===== src/rtl/hbr_pkg.sv =====
/*
  Shared constants and types for the dual H-bridge regulation and fault
  controller. Assumes a single 40 MHz device clock.
*/
package hbr_pkg;

  // Clock
  localparam int CLK_PERIOD_NS = 25;

  // Durations in their own unit
  localparam int OFF_TIME_NS          = 20000;    // Nominal forced off-time
  localparam int OC_BLANK_TIME_NS     = 2000;     // Overcurrent blanking
  localparam int OC_RETRY_TIME_NS     = 3000000;  // Retry period, 3 ms

  // Cycle counts: off-time and retry round down, blanking rounds up
  localparam int OFF_CYCLES      = OFF_TIME_NS / CLK_PERIOD_NS;
  localparam int OC_BLANK_CYCLES = (OC_BLANK_TIME_NS + CLK_PERIOD_NS - 1) / CLK_PERIOD_NS;
  localparam int OC_RETRY_CYCLES = OC_RETRY_TIME_NS / CLK_PERIOD_NS;

  // Counter width, large enough for the retry count
  localparam int CNT_W = 17;

  // Fast share of the off-time for mixed decay, percent
  localparam int MIX_LOW_FAST_PCT  = 30;
  localparam int MIX_HIGH_FAST_PCT = 60;
  localparam int PCT_FULL          = 100;

  // Number of bridges
  localparam int NUM_BRIDGES = 2;

  // Width of the pin vector
  localparam int PIN_W = 14;

  // Decay selection, upper pin then lower pin
  typedef enum logic [1:0] {
    HBR_DECAY_SLOW  = 2'b00,
    HBR_DECAY_MIX30 = 2'b01,
    HBR_DECAY_MIX60 = 2'b10,
    HBR_DECAY_FAST  = 2'b11
  } hbr_decay_e;

  // Per-bridge regulation state
  typedef enum logic [1:0] {
    HBR_ST_NORMAL = 2'b00,
    HBR_ST_DECAY  = 2'b01,
    HBR_ST_RETRY  = 2'b10
  } hbr_state_e;

  // Gate drive of one bridge; both switches of a half off means high impedance
  typedef struct packed {
    logic first_hs;
    logic first_ls;
    logic second_hs;
    logic second_ls;
  } hbr_gate_s;

  // Controller inputs of one bridge
  typedef struct packed {
    logic enable;
    logic drive_in_first;
    logic drive_in_second;
  } hbr_ctrl_s;

  // Analog comparator flags of one bridge
  typedef struct packed {
    logic regulation_threshold;
    logic overcurrent_protect;
  } hbr_sense_s;

  // Gate value with the bridge high impedance
  localparam hbr_gate_s GATE_HIZ = 4'h0;

endpackage : hbr_pkg


===== src/rtl/hbr_ctrl.sv =====
/*
  Regulation, decay selection and fault handling of a dual H-bridge driver.
  Holds the pin filter, the per-bridge off-time, blanking and retry timers,
  the gate selection of both bridges and the registered open-drain enables
  of the regulation activity and fault pins.
  Assumes all pin and comparator inputs are asynchronous to mclk_i; the
  open-drain outputs are resolved to a wire by the surroundings.
  Assumes the gate outputs feed a predriver that adds its own dead time,
  and that the comparator flags are levels, high while above threshold.
*/
`timescale 1ns/10ps

// Function
// - Regulation output held low for the whole forced off-time decay.
// - Decays chosen by the controller's own inputs never assert regulation output.
// - During forced off-time the loop overrides both direction inputs.
// - Entering forced decay and every fresh trip during it restart the off-time timer.
// - Decay pins select slow, mixed 30/70, mixed 60/40 or fast decay.
// - Overcurrent counts only if its flag stays high beyond the blanking time.
// - Overcurrent disables that bridge at once and asserts fault.
// - Bridge held off for the retry period, then re-enabled from inputs.
// - Thermal shutdown tri-states all outputs and holds fault low until cleared.
// - Supply lockout tri-states all outputs and holds fault low until cleared.
// - Enable low gives high impedance outside forced decay; otherwise direction inputs pick the drive.
// - Trip threshold crossing enforces decay for the off-time, then resumes drive.
module hbr_ctrl #(
  parameter int OFF_CYCLES      = hbr_pkg::OFF_CYCLES,
  parameter int OC_BLANK_CYCLES = hbr_pkg::OC_BLANK_CYCLES,
  parameter int OC_RETRY_CYCLES = hbr_pkg::OC_RETRY_CYCLES
) (
  input  wire logic                                      mclk_i,
  input  wire logic                                      rst_n_i,
  input  wire hbr_pkg::hbr_ctrl_s  [hbr_pkg::NUM_BRIDGES-1:0] bridge_ctrl_i,
  input  wire hbr_pkg::hbr_sense_s [hbr_pkg::NUM_BRIDGES-1:0] bridge_sense_i,
  input  wire logic                                      decay_sel_hi_i,
  input  wire logic                                      decay_sel_lo_i,
  input  wire logic                                      thermal_shutdown_i,
  input  wire logic                                      supply_low_lockout_i,
  output hbr_pkg::hbr_gate_s       [hbr_pkg::NUM_BRIDGES-1:0] bridge_gate_o,
  output logic                     [hbr_pkg::NUM_BRIDGES-1:0] regulation_active_n_o,
  output logic                     [hbr_pkg::NUM_BRIDGES-1:0] regulation_active_n_oe_o,
  output logic                                           fault_n_o,
  output logic                                           fault_n_oe_o
);

  // Short names for the package sizes
  localparam int NB = hbr_pkg::NUM_BRIDGES;
  localparam int PW = hbr_pkg::PIN_W;
  localparam int CW = hbr_pkg::CNT_W;

  // Drive one bridge: high input turns on high side, low input the low side;
  // never both switches of one half, so this logic cannot cause shoot-through
  function automatic hbr_pkg::hbr_gate_s half_drive(input logic first_high,
                                                    input logic second_high);
    hbr_pkg::hbr_gate_s g;
    g.first_hs  = first_high;
    g.first_ls  = ~first_high;
    g.second_hs = second_high;
    g.second_ls = ~second_high;
    return g;
  endfunction : half_drive

  // Off-time gate pattern: reversed drive while fast, both low sides while slow
  function automatic hbr_pkg::hbr_gate_s decay_drive(input logic fast,
                                                     input logic fwd);
    hbr_pkg::hbr_gate_s g;
    if (fast) begin
      g = half_drive(fwd, ~fwd);
    end else begin
      g = half_drive(1'b0, 1'b0);
    end
    return g;
  endfunction : decay_drive

  // Cycles of fast decay at the start of the off-time; rounded down, so a
  // very short off-time can lose its fast share entirely
  function automatic logic [CW-1:0] fast_share(input hbr_pkg::hbr_decay_e mode);
    logic [CW-1:0] r;
    r = '0;
    unique case (mode)
      hbr_pkg::HBR_DECAY_SLOW:  r = '0;
      hbr_pkg::HBR_DECAY_MIX30:
        r = CW'((OFF_CYCLES * hbr_pkg::MIX_LOW_FAST_PCT) / hbr_pkg::PCT_FULL);
      hbr_pkg::HBR_DECAY_MIX60:
        r = CW'((OFF_CYCLES * hbr_pkg::MIX_HIGH_FAST_PCT) / hbr_pkg::PCT_FULL);
      hbr_pkg::HBR_DECAY_FAST:  r = CW'(OFF_CYCLES);
    endcase
    return r;
  endfunction : fast_share

  // Pin synchroniser, three stages, filtered when stages two and three agree;
  // a one-sample glitch never reaches the loop, at the cost of four cycles
  // of latency on every pin and comparator flag
  logic [PW-1:0] pin_raw;
  logic [PW-1:0] sync1_reg;
  logic [PW-1:0] sync2_reg;
  logic [PW-1:0] sync3_reg;
  logic [PW-1:0] pin_reg;

  assign pin_raw = {bridge_ctrl_i, bridge_sense_i, decay_sel_hi_i, decay_sel_lo_i,
                    thermal_shutdown_i, supply_low_lockout_i};

  always_ff @(posedge mclk_i or negedge rst_n_i) begin
    if (!rst_n_i) begin
      sync1_reg <= '0;
      sync2_reg <= '0;
      sync3_reg <= '0;
      pin_reg   <= '0;
    end else begin
      sync1_reg <= pin_raw;
      sync2_reg <= sync1_reg;
      sync3_reg <= sync2_reg;
      pin_reg   <= (sync2_reg & sync3_reg) | (pin_reg & (sync2_reg ^ sync3_reg));
    end
  end

  // Filtered pin view
  // Field order follows the concatenation into pin_raw above
  hbr_pkg::hbr_ctrl_s  [NB-1:0] ctrl;
  hbr_pkg::hbr_sense_s [NB-1:0] sense;
  hbr_pkg::hbr_decay_e          decay_mode;
  logic                         therm_flag;
  logic                         supply_flag;
  logic                         lockout;

  assign {ctrl, sense} = pin_reg[PW-1:4];
  assign decay_mode    = hbr_pkg::hbr_decay_e'(pin_reg[3:2]);
  assign therm_flag    = pin_reg[1];
  assign supply_flag   = pin_reg[0];
  assign lockout       = therm_flag | supply_flag;

  // Per-bridge summaries that feed the shared pins
  logic [NB-1:0] retry_next;
  logic [NB-1:0] decay_next;

  for (genvar b = 0; b < NB; b++) begin : g_bridge

    // Registers and next values of this bridge
    hbr_pkg::hbr_state_e state_reg;
    hbr_pkg::hbr_state_e state_next;
    logic [CW-1:0]       cnt_reg;
    logic [CW-1:0]       cnt_next;
    logic [CW-1:0]       blank_reg;
    logic                trip_d_reg;
    logic                fwd_reg;
    logic                fwd_next;
    logic                driving;
    logic                trip_rise;
    logic                oc_event;
    logic                fast_phase;
    hbr_pkg::hbr_gate_s  gate_next;

    // Only a forward or reverse pattern can build current past the trip point
    assign driving   = ctrl[b].enable & (ctrl[b].drive_in_first ^ ctrl[b].drive_in_second);
    assign trip_rise = sense[b].regulation_threshold & ~trip_d_reg;

    // Blanking: flag must stay high for more than the blanking count;
    // the counter saturates so a long short cannot wrap it
    assign oc_event = sense[b].overcurrent_protect &&
                      (blank_reg == CW'(OC_BLANK_CYCLES));

    always_ff @(posedge mclk_i or negedge rst_n_i) begin
      if (!rst_n_i) begin
        blank_reg <= '0;
      end else if (!sense[b].overcurrent_protect || state_next == hbr_pkg::HBR_ST_RETRY) begin
        blank_reg <= '0;
      end else if (blank_reg != CW'(OC_BLANK_CYCLES)) begin
        blank_reg <= blank_reg + 1'b1;
      end
    end

    // Trip edge detector on the filtered comparator flag; it starts at the
    // idle level of the flag, so leaving reset makes no false edge
    always_ff @(posedge mclk_i or negedge rst_n_i) begin
      if (!rst_n_i) begin
        trip_d_reg <= 1'b0;
      end else begin
        trip_d_reg <= sense[b].regulation_threshold;
      end
    end

    // Regulation and retry sequencing. A trip still high when the off-time
    // ends starts no new decay: the loop waits for a fresh rising edge, so a
    // stuck comparator cannot hold the bridge in decay forever
    always_comb begin
      state_next = state_reg;
      cnt_next   = cnt_reg;
      fwd_next   = fwd_reg;
      // Shutdown and lockout win over all and drop any pending retry
      if (lockout) begin
        state_next = hbr_pkg::HBR_ST_NORMAL;
        cnt_next   = '0;
      end else begin
        unique case (state_reg)
          // Normal: follow the pins, watch for a short or a trip
          hbr_pkg::HBR_ST_NORMAL: begin
            if (oc_event) begin
              state_next = hbr_pkg::HBR_ST_RETRY;
              cnt_next   = CW'(OC_RETRY_CYCLES - 1);
            end else if (trip_rise && driving) begin
              state_next = hbr_pkg::HBR_ST_DECAY;
              cnt_next   = CW'(OFF_CYCLES - 1);
              fwd_next   = ctrl[b].drive_in_second;
            end
          end
          // Decay: the loop owns the bridge until the count runs out
          hbr_pkg::HBR_ST_DECAY: begin
            if (oc_event) begin
              state_next = hbr_pkg::HBR_ST_RETRY;
              cnt_next   = CW'(OC_RETRY_CYCLES - 1);
            end else if (trip_rise) begin
              cnt_next = CW'(OFF_CYCLES - 1);
            end else if (cnt_reg == '0) begin
              state_next = hbr_pkg::HBR_ST_NORMAL;
            end else begin
              cnt_next = cnt_reg - 1'b1;
            end
          end
          // Retry: bridge off for the whole retry period
          hbr_pkg::HBR_ST_RETRY: begin
            if (cnt_reg == '0) begin
              state_next = hbr_pkg::HBR_ST_NORMAL;
            end else begin
              cnt_next = cnt_reg - 1'b1;
            end
          end
          // Unused code: fall back to normal with the counter cleared
          default: begin
            state_next = hbr_pkg::HBR_ST_NORMAL;
            cnt_next   = '0;
          end
        endcase
      end
    end

    // Fast portion runs first, the rest of the off-time is slow decay
    assign fast_phase = (CW'(OFF_CYCLES - 1) - cnt_next) < fast_share(decay_mode);

    // Gate selection; the loop ignores direction inputs while decaying
    always_comb begin
      gate_next = hbr_pkg::GATE_HIZ;
      if (lockout || state_next == hbr_pkg::HBR_ST_RETRY) begin
        gate_next = hbr_pkg::GATE_HIZ;
      end else if (state_next == hbr_pkg::HBR_ST_DECAY) begin
        gate_next = decay_drive(fast_phase, fwd_next);
      end else if (ctrl[b].enable) begin
        gate_next = half_drive(ctrl[b].drive_in_first, ctrl[b].drive_in_second);
      end
    end

    // Next-state flags, so the shared pins move with the gates
    assign retry_next[b] = (state_next == hbr_pkg::HBR_ST_RETRY);
    assign decay_next[b] = (state_next == hbr_pkg::HBR_ST_DECAY);

    // State, counter and direction registers; the direction is kept so
    // fast decay reverses the current that was flowing at the trip
    always_ff @(posedge mclk_i or negedge rst_n_i) begin
      if (!rst_n_i) begin
        state_reg <= hbr_pkg::HBR_ST_NORMAL;
        cnt_reg   <= '0;
        fwd_reg   <= 1'b0;
      end else begin
        state_reg <= state_next;
        cnt_reg   <= cnt_next;
        fwd_reg   <= fwd_next;
      end
    end

    // Registered gate drive, off at reset so the bridge starts high impedance;
    // the register costs a cycle but keeps decode glitches off the predriver
    always_ff @(posedge mclk_i or negedge rst_n_i) begin
      if (!rst_n_i) begin
        bridge_gate_o[b] <= hbr_pkg::GATE_HIZ;
      end else begin
        bridge_gate_o[b] <= gate_next;
      end
    end

  end : g_bridge

  // Regulation activity pins; only loop-forced decay pulls them low
  // Level and enable come from one register stage, so they never disagree
  always_ff @(posedge mclk_i or negedge rst_n_i) begin
    if (!rst_n_i) begin
      regulation_active_n_o    <= '1;
      regulation_active_n_oe_o <= '0;
    end else begin
      regulation_active_n_o    <= ~decay_next;
      regulation_active_n_oe_o <= decay_next;
    end
  end

  // Fault pin is a level, low while any fault condition holds
  // Thermal and supply flags cover both bridges, overcurrent only its own
  always_ff @(posedge mclk_i or negedge rst_n_i) begin
    if (!rst_n_i) begin
      fault_n_o    <= 1'b1;
      fault_n_oe_o <= 1'b0;
    end else begin
      fault_n_o    <= ~((|retry_next) | lockout);
      fault_n_oe_o <= (|retry_next) | lockout;
    end
  end

endmodule : hbr_ctrl


===== config.mk =====
export PLATFORM = sky130hd
export DESIGN_NAME = hbr_ctrl
export DESIGN_NICKNAME = d
export VERILOG_FILES = /design/src/rtl/hbr_pkg.sv /design/src/rtl/hbr_ctrl.sv
export SDC_FILE = /design/constraint.sdc
export NUM_CORES = 1
export LEC_CHECK = 0
export ABC_CLOCK_PERIOD_IN_PS = 5200
export CORE_ASPECT_RATIO = 1.75
export CORE_MARGIN = 2
export CORE_UTILIZATION = 54
export CTS_BUF_LIST = sky130_fd_sc_hd__clkbuf_4
export DETAILED_ROUTE_END_ITERATION = 12
export DONT_BUFFER_PORTS = 1
export GPL_TIMING_DRIVEN = 0
export PLACE_DENSITY = 0.69
export SETUP_SLACK_MARGIN = 0.02
export SLEW_MARGIN = 40
export SYNTH_ARGS = -nofsm -noshare
export SYNTH_HDL_FRONTEND = slang
export SYNTH_SLANG_ARGS = --single-unit

===== constraint.sdc =====
create_clock -name mclk_i -period 5.2 [get_ports mclk_i]
set_input_delay 1.04 -clock mclk_i [delete_from_list [all_inputs] [get_ports mclk_i]]
set_output_delay 1.04 -clock mclk_i [all_outputs]
set_load 0.01 [all_outputs]

# After elaboration in Yosys (flattened, before gate mapping)
# Index checks and enable logic that the tools add are counted.
# word_totals
register_bits	146
in_bits	16
output_inout_bits	14
wordCells	138
# classes
n_addsub	6
n_lt_le_gt_ge	2
eq_ne	15
mux	49
n_bitwise	22
n_reduce_logical	18
# ops
cell	n
$mux 17	16
$pmux 17 s3	2
$pmux 17 s4	1
$add 17x1->17 const B	2
$eq 17x7->1 const B	2
$logic_not 17->1	2
$lt 17x17->1	2
$ne 17x7->1 const B	2
$sub 10x17->17 const A	2
$sub 17x1->17 const B	2
$mux 4	8
$and 14x14->14	2
$mux 2	12
$or 14x14->14	1
$xor 14x14->14	1
$eq 2x2->1 const B	6
$pmux 2 s3	2
$eq 2x1->1 const B	5
$not 1->1	9
$mux 1	8
$logic_not 2->1	3
$and 1x1->1	4
$logic_and 1x1->1	4
$logic_or 1x1->1	4
6 further kinds	10

# Depth between registers and ports, before layout
# logic_depth
ltp_word	12
ltp_mapped	19

# Worst setup path after synthesis
# OpenSTA, ideal clock, no wires.
# synth_timing
path_kind	reg-to-reg
startpoint	reg g_bridge[1].cnt_reg[0]
endpoint	reg bridge_gate_o[6] (netlist name)
setup_ns	0.120
arrival_ns	3.618
required_ns	5.080
slack_ns	1.462
path_stages_with_launch	19
n_path_buf	0
period_less_slack_ns	3.738
cell_sequence	dfrtp_1 inv_1 ha_1 or4b_1 nor4_2 nor3_1 a221oi_1 a211o_1 ha_1 inv_1 o21ai_0 xor2_1 nand2_1 ha_1 nand4_1 o32ai_1 a211oi_1 nand4_1 and3_1
# synth_rtl
item	line	source
start: declaration	hbr_ctrl.sv:141	logic [CW-1:0] cnt_reg;
start signal: assignment	hbr_ctrl.sv:264	cnt_reg <= cnt_next;
end signal: indexed assignment	hbr_ctrl.sv:273	bridge_gate_o[b] <= hbr_pkg::GATE_HIZ;
end signal: indexed assignment	hbr_ctrl.sv:275	bridge_gate_o[b] <= gate_next;
end: declaration	hbr_ctrl.sv:39	output hbr_pkg::hbr_gate_s [hbr_pkg::NUM_BRIDGES-1:0] bridge_gate_o,

==> impl_metrics.yaml <==
yosys:
  synthTopCellsByArea: "dfrtp_1 46%, ha_1 6.1%, nor2_1 4.2%, nand2_1 2.9%, xor2_1 2.8%"
  syn-cell-area_um2: 7830
  synth_top_area_share: 0.457
  yosysMostFrequentCell: "dfrtp_1"
  synth_top_cell_by_area: "dfrtp_1"
  synth_nets: 872
  yosys_warnings: 0
  dominantRegCellSynth: "dfrtp_1"
  async_flop_share: 1.00
  syn_inst: 818
  synthTopCellsByCount: "143 x dfrtp_1, 88 x nor2_1, 61 x nand2_1"
  seq_area_frac_synth: 0.467
  synth_edf_count: 0
  syn_area_per_cell_um2: 9.58
  yosys_register_bits: 146
  yosys.cell_types.count: 74
power_and_ir_drop:
  p_leak_nw: 3.97
  ir_worst_vdd_v: 0.000174
  powerDensity_nw_per_um2: 286
timing:
  setup_viol: 0
  slew_violations: 0
  maxSlewHeadroom: 0.444
  timing.fmax_ghz: 0.203
  finClkSkew_ns: 0.0261
  fin_crit_sh: 0.947
  worst_pin_slew_ns: 0.825
  rsz0062_at_grt: "no"
  period_minus_slack_ns: 4.93
  fin_setup_tns_ns: 0
  hold_viol: 0
place:
  port_buffers: 0
  dp_hpwl_mm: 15.3
  placed_cell_area_um2: 8060
  gp_congestion: 0.973
worst_setup_path:
  end_kind: "flip-flop"
  arrival_ns: 5.36
  required_ns: 5.63
  crit_type: "reg2reg"
  cp_max_fo: 8
  critPathLaunchType: "flip-flop"
  cp-startpoint: "g_bridge[0].blank_reg[0]"
  worstRegToRegCells: 17
  r2r-start: "g_bridge[0].blank_reg[0]"
  endpoint: "bridge_gate_o[0]"
  regToRegSetupSlack_ns: 0.27
  worstReg2RegEnd: "bridge_gate_o[0]"
floorplan:
  die_h_um: 163
  die_area_um2: 15500
  io_pins: 30
  start_util: 0.548
  rows: 58
  coreArea_um2: 14300
  die-width_um: 95.0
run_status:
  status: "complete, no violations"
detailed_routing:
  drt-total-wl_mm: 20.6
  vias: 6540
  wl_per_cell_um: 20.0
  drc: 0
  vias_per_cell: 6.34
  drt_pass1_iterations: 7
  drtIter0Drc: 387
  ant_nets: 0
global_route:
  grt_pass1_wl_mm: 33.1
  grt_pass1_vias: 6592
  grt-ovfl-total: 0
  antenna_found_initial: 1
  grt_max_degree: 147
  grt_usage: 0.280
layout:
  finalNetCount: 891
  final_area_um2: 8390
  fin_util: 0.587
  layout-drive-gt1-share: 0.0788
  syn_to_final_growth_pct: 7.06
clocking:
  post_cts_buffers: 0
  htreeDepth: 4
  clock_path_buffers: 2
  clk_latency_ns: 0.56
  cts_tree: "yes"
  clock_sink_count: 146
  clockRootBuffer: "clkbuf_4"
  clk_pin_slew_ns: 0.16
  cts_hold_buf: 0
  cts_made_buffers: 17
min_path:
  hold_class: "in2async"
run:
  drv_cap: 0
## cells by family (layout without fill, tap and decap cells)
kind of cell,after synthesis,count (layout),synth area share
AOI/OAI and AO/OA,191,191,0.165
xor gates and xnor gates,43,43,0.0481
adders and majority gates,38,38,0.0607
buffers and inverters,58,90,0.0283
DFF,146,146,0.467
muxes,3,3,0.00399
other,0,1,0
and+or+nand+nor,339,339,0.227
## cell type report
cell class,count,area (um2)
clock buffer,17,128
inverter,45,169
antenna,1,2.50
clock inverter,15,171
fill,1243,5910
buffer,13,52.6
multi-input combinational,614,3980
sequential,146,3660
tap,180,225
## layer usage
layer,vias up,part of all wire,GRT usage
li1,3025,-,-
met1,3198,0.36,0.297
met2,228,0.52,0.489
met3,89,0.038,0.0429
met4,0,0.075,0.206
met5,-,0,0
## report_power, final
| group | switching (mW) | internal, mW | total, mW |
|---|---|---|---|
| registers | 0.0528 | 1.19 | 1.25 |
| clock network | 0.474 | 0.302 | 0.776 |
| logic | 0.248 | 0.129 | 0.378 |
| total | 0.775 | 1.62 | 2.40 |
## what timing repair did
action                                  CTS  global route
gates resized for setup                   1             2
endpoints found under the setup margin    1             4
pin swaps                                 0             0
## metrics by stage
stage / hold slack (ns) / instances / total power [mW] / worst slack [ns]
6_report: 0.141 / 1031 / 2.40 / 0.273
2_1_floorplan: 0.331 / 818 / 1.52 / 1.46
3_5_place_dp: 0.336 / 998 / 1.63 / 0.0804
3_3_place_gp: 0.332 / 998 / 1.62 / 0.0552
4_1_cts: 0.0906 / 1030 / 2.42 / 0.184
5_1_grt: 0.0871 / 1031 / 2.51 / 0.0498
## critical path: stages, from the launching register on
cell and delay [ns]:
dfrtp_1 0.45, inv_1 0.08, ha_1 0.14, nor4bb_1 0.48, and3_1 0.28, nand3_1 0.39
a21oi_1 0.60, inv_1 0.10, ha_1 0.32, ha_1 0.30, a21o_1 0.16, a21o_1 0.16
a21oi_1 0.20, nand3_1 0.10, a311oi_1 0.45, o211ai_1 0.24, nor3_1 0.27, nor3_1 0.09
## worst min-delay path by stage
stage            startpoint                      end  slack (ns)
3_3_place_gp   sync1_reg[6]             sync2_reg[6]        0.33
5_1_grt             rst_n_i  g_bridge[1].cnt_reg[10]        0.09
2_1_floorplan  sync1_reg[0]             sync2_reg[0]        0.33
6_report            rst_n_i  g_bridge[1].cnt_reg[10]        0.14
3_5_place_dp   sync1_reg[5]             sync2_reg[5]        0.34
4_1_cts             rst_n_i  g_bridge[1].cnt_reg[10]        0.09
## placed cells by master, fill, tap and decap left out, types with 22 or more instances in the layout
cell,Yosys,final
nand2_1,61,61
inv_1,44,44
nor2_1,88,88
dfrtp_1,143,143
nor3_1,32,31
nand3_1,32,32
a21oi_1,37,37
a21o_1,22,22
ha_1,38,38
xor2_1,25,25
o21ai_0,42,41
No activity file was read; power rests on OpenSTA's default activity.
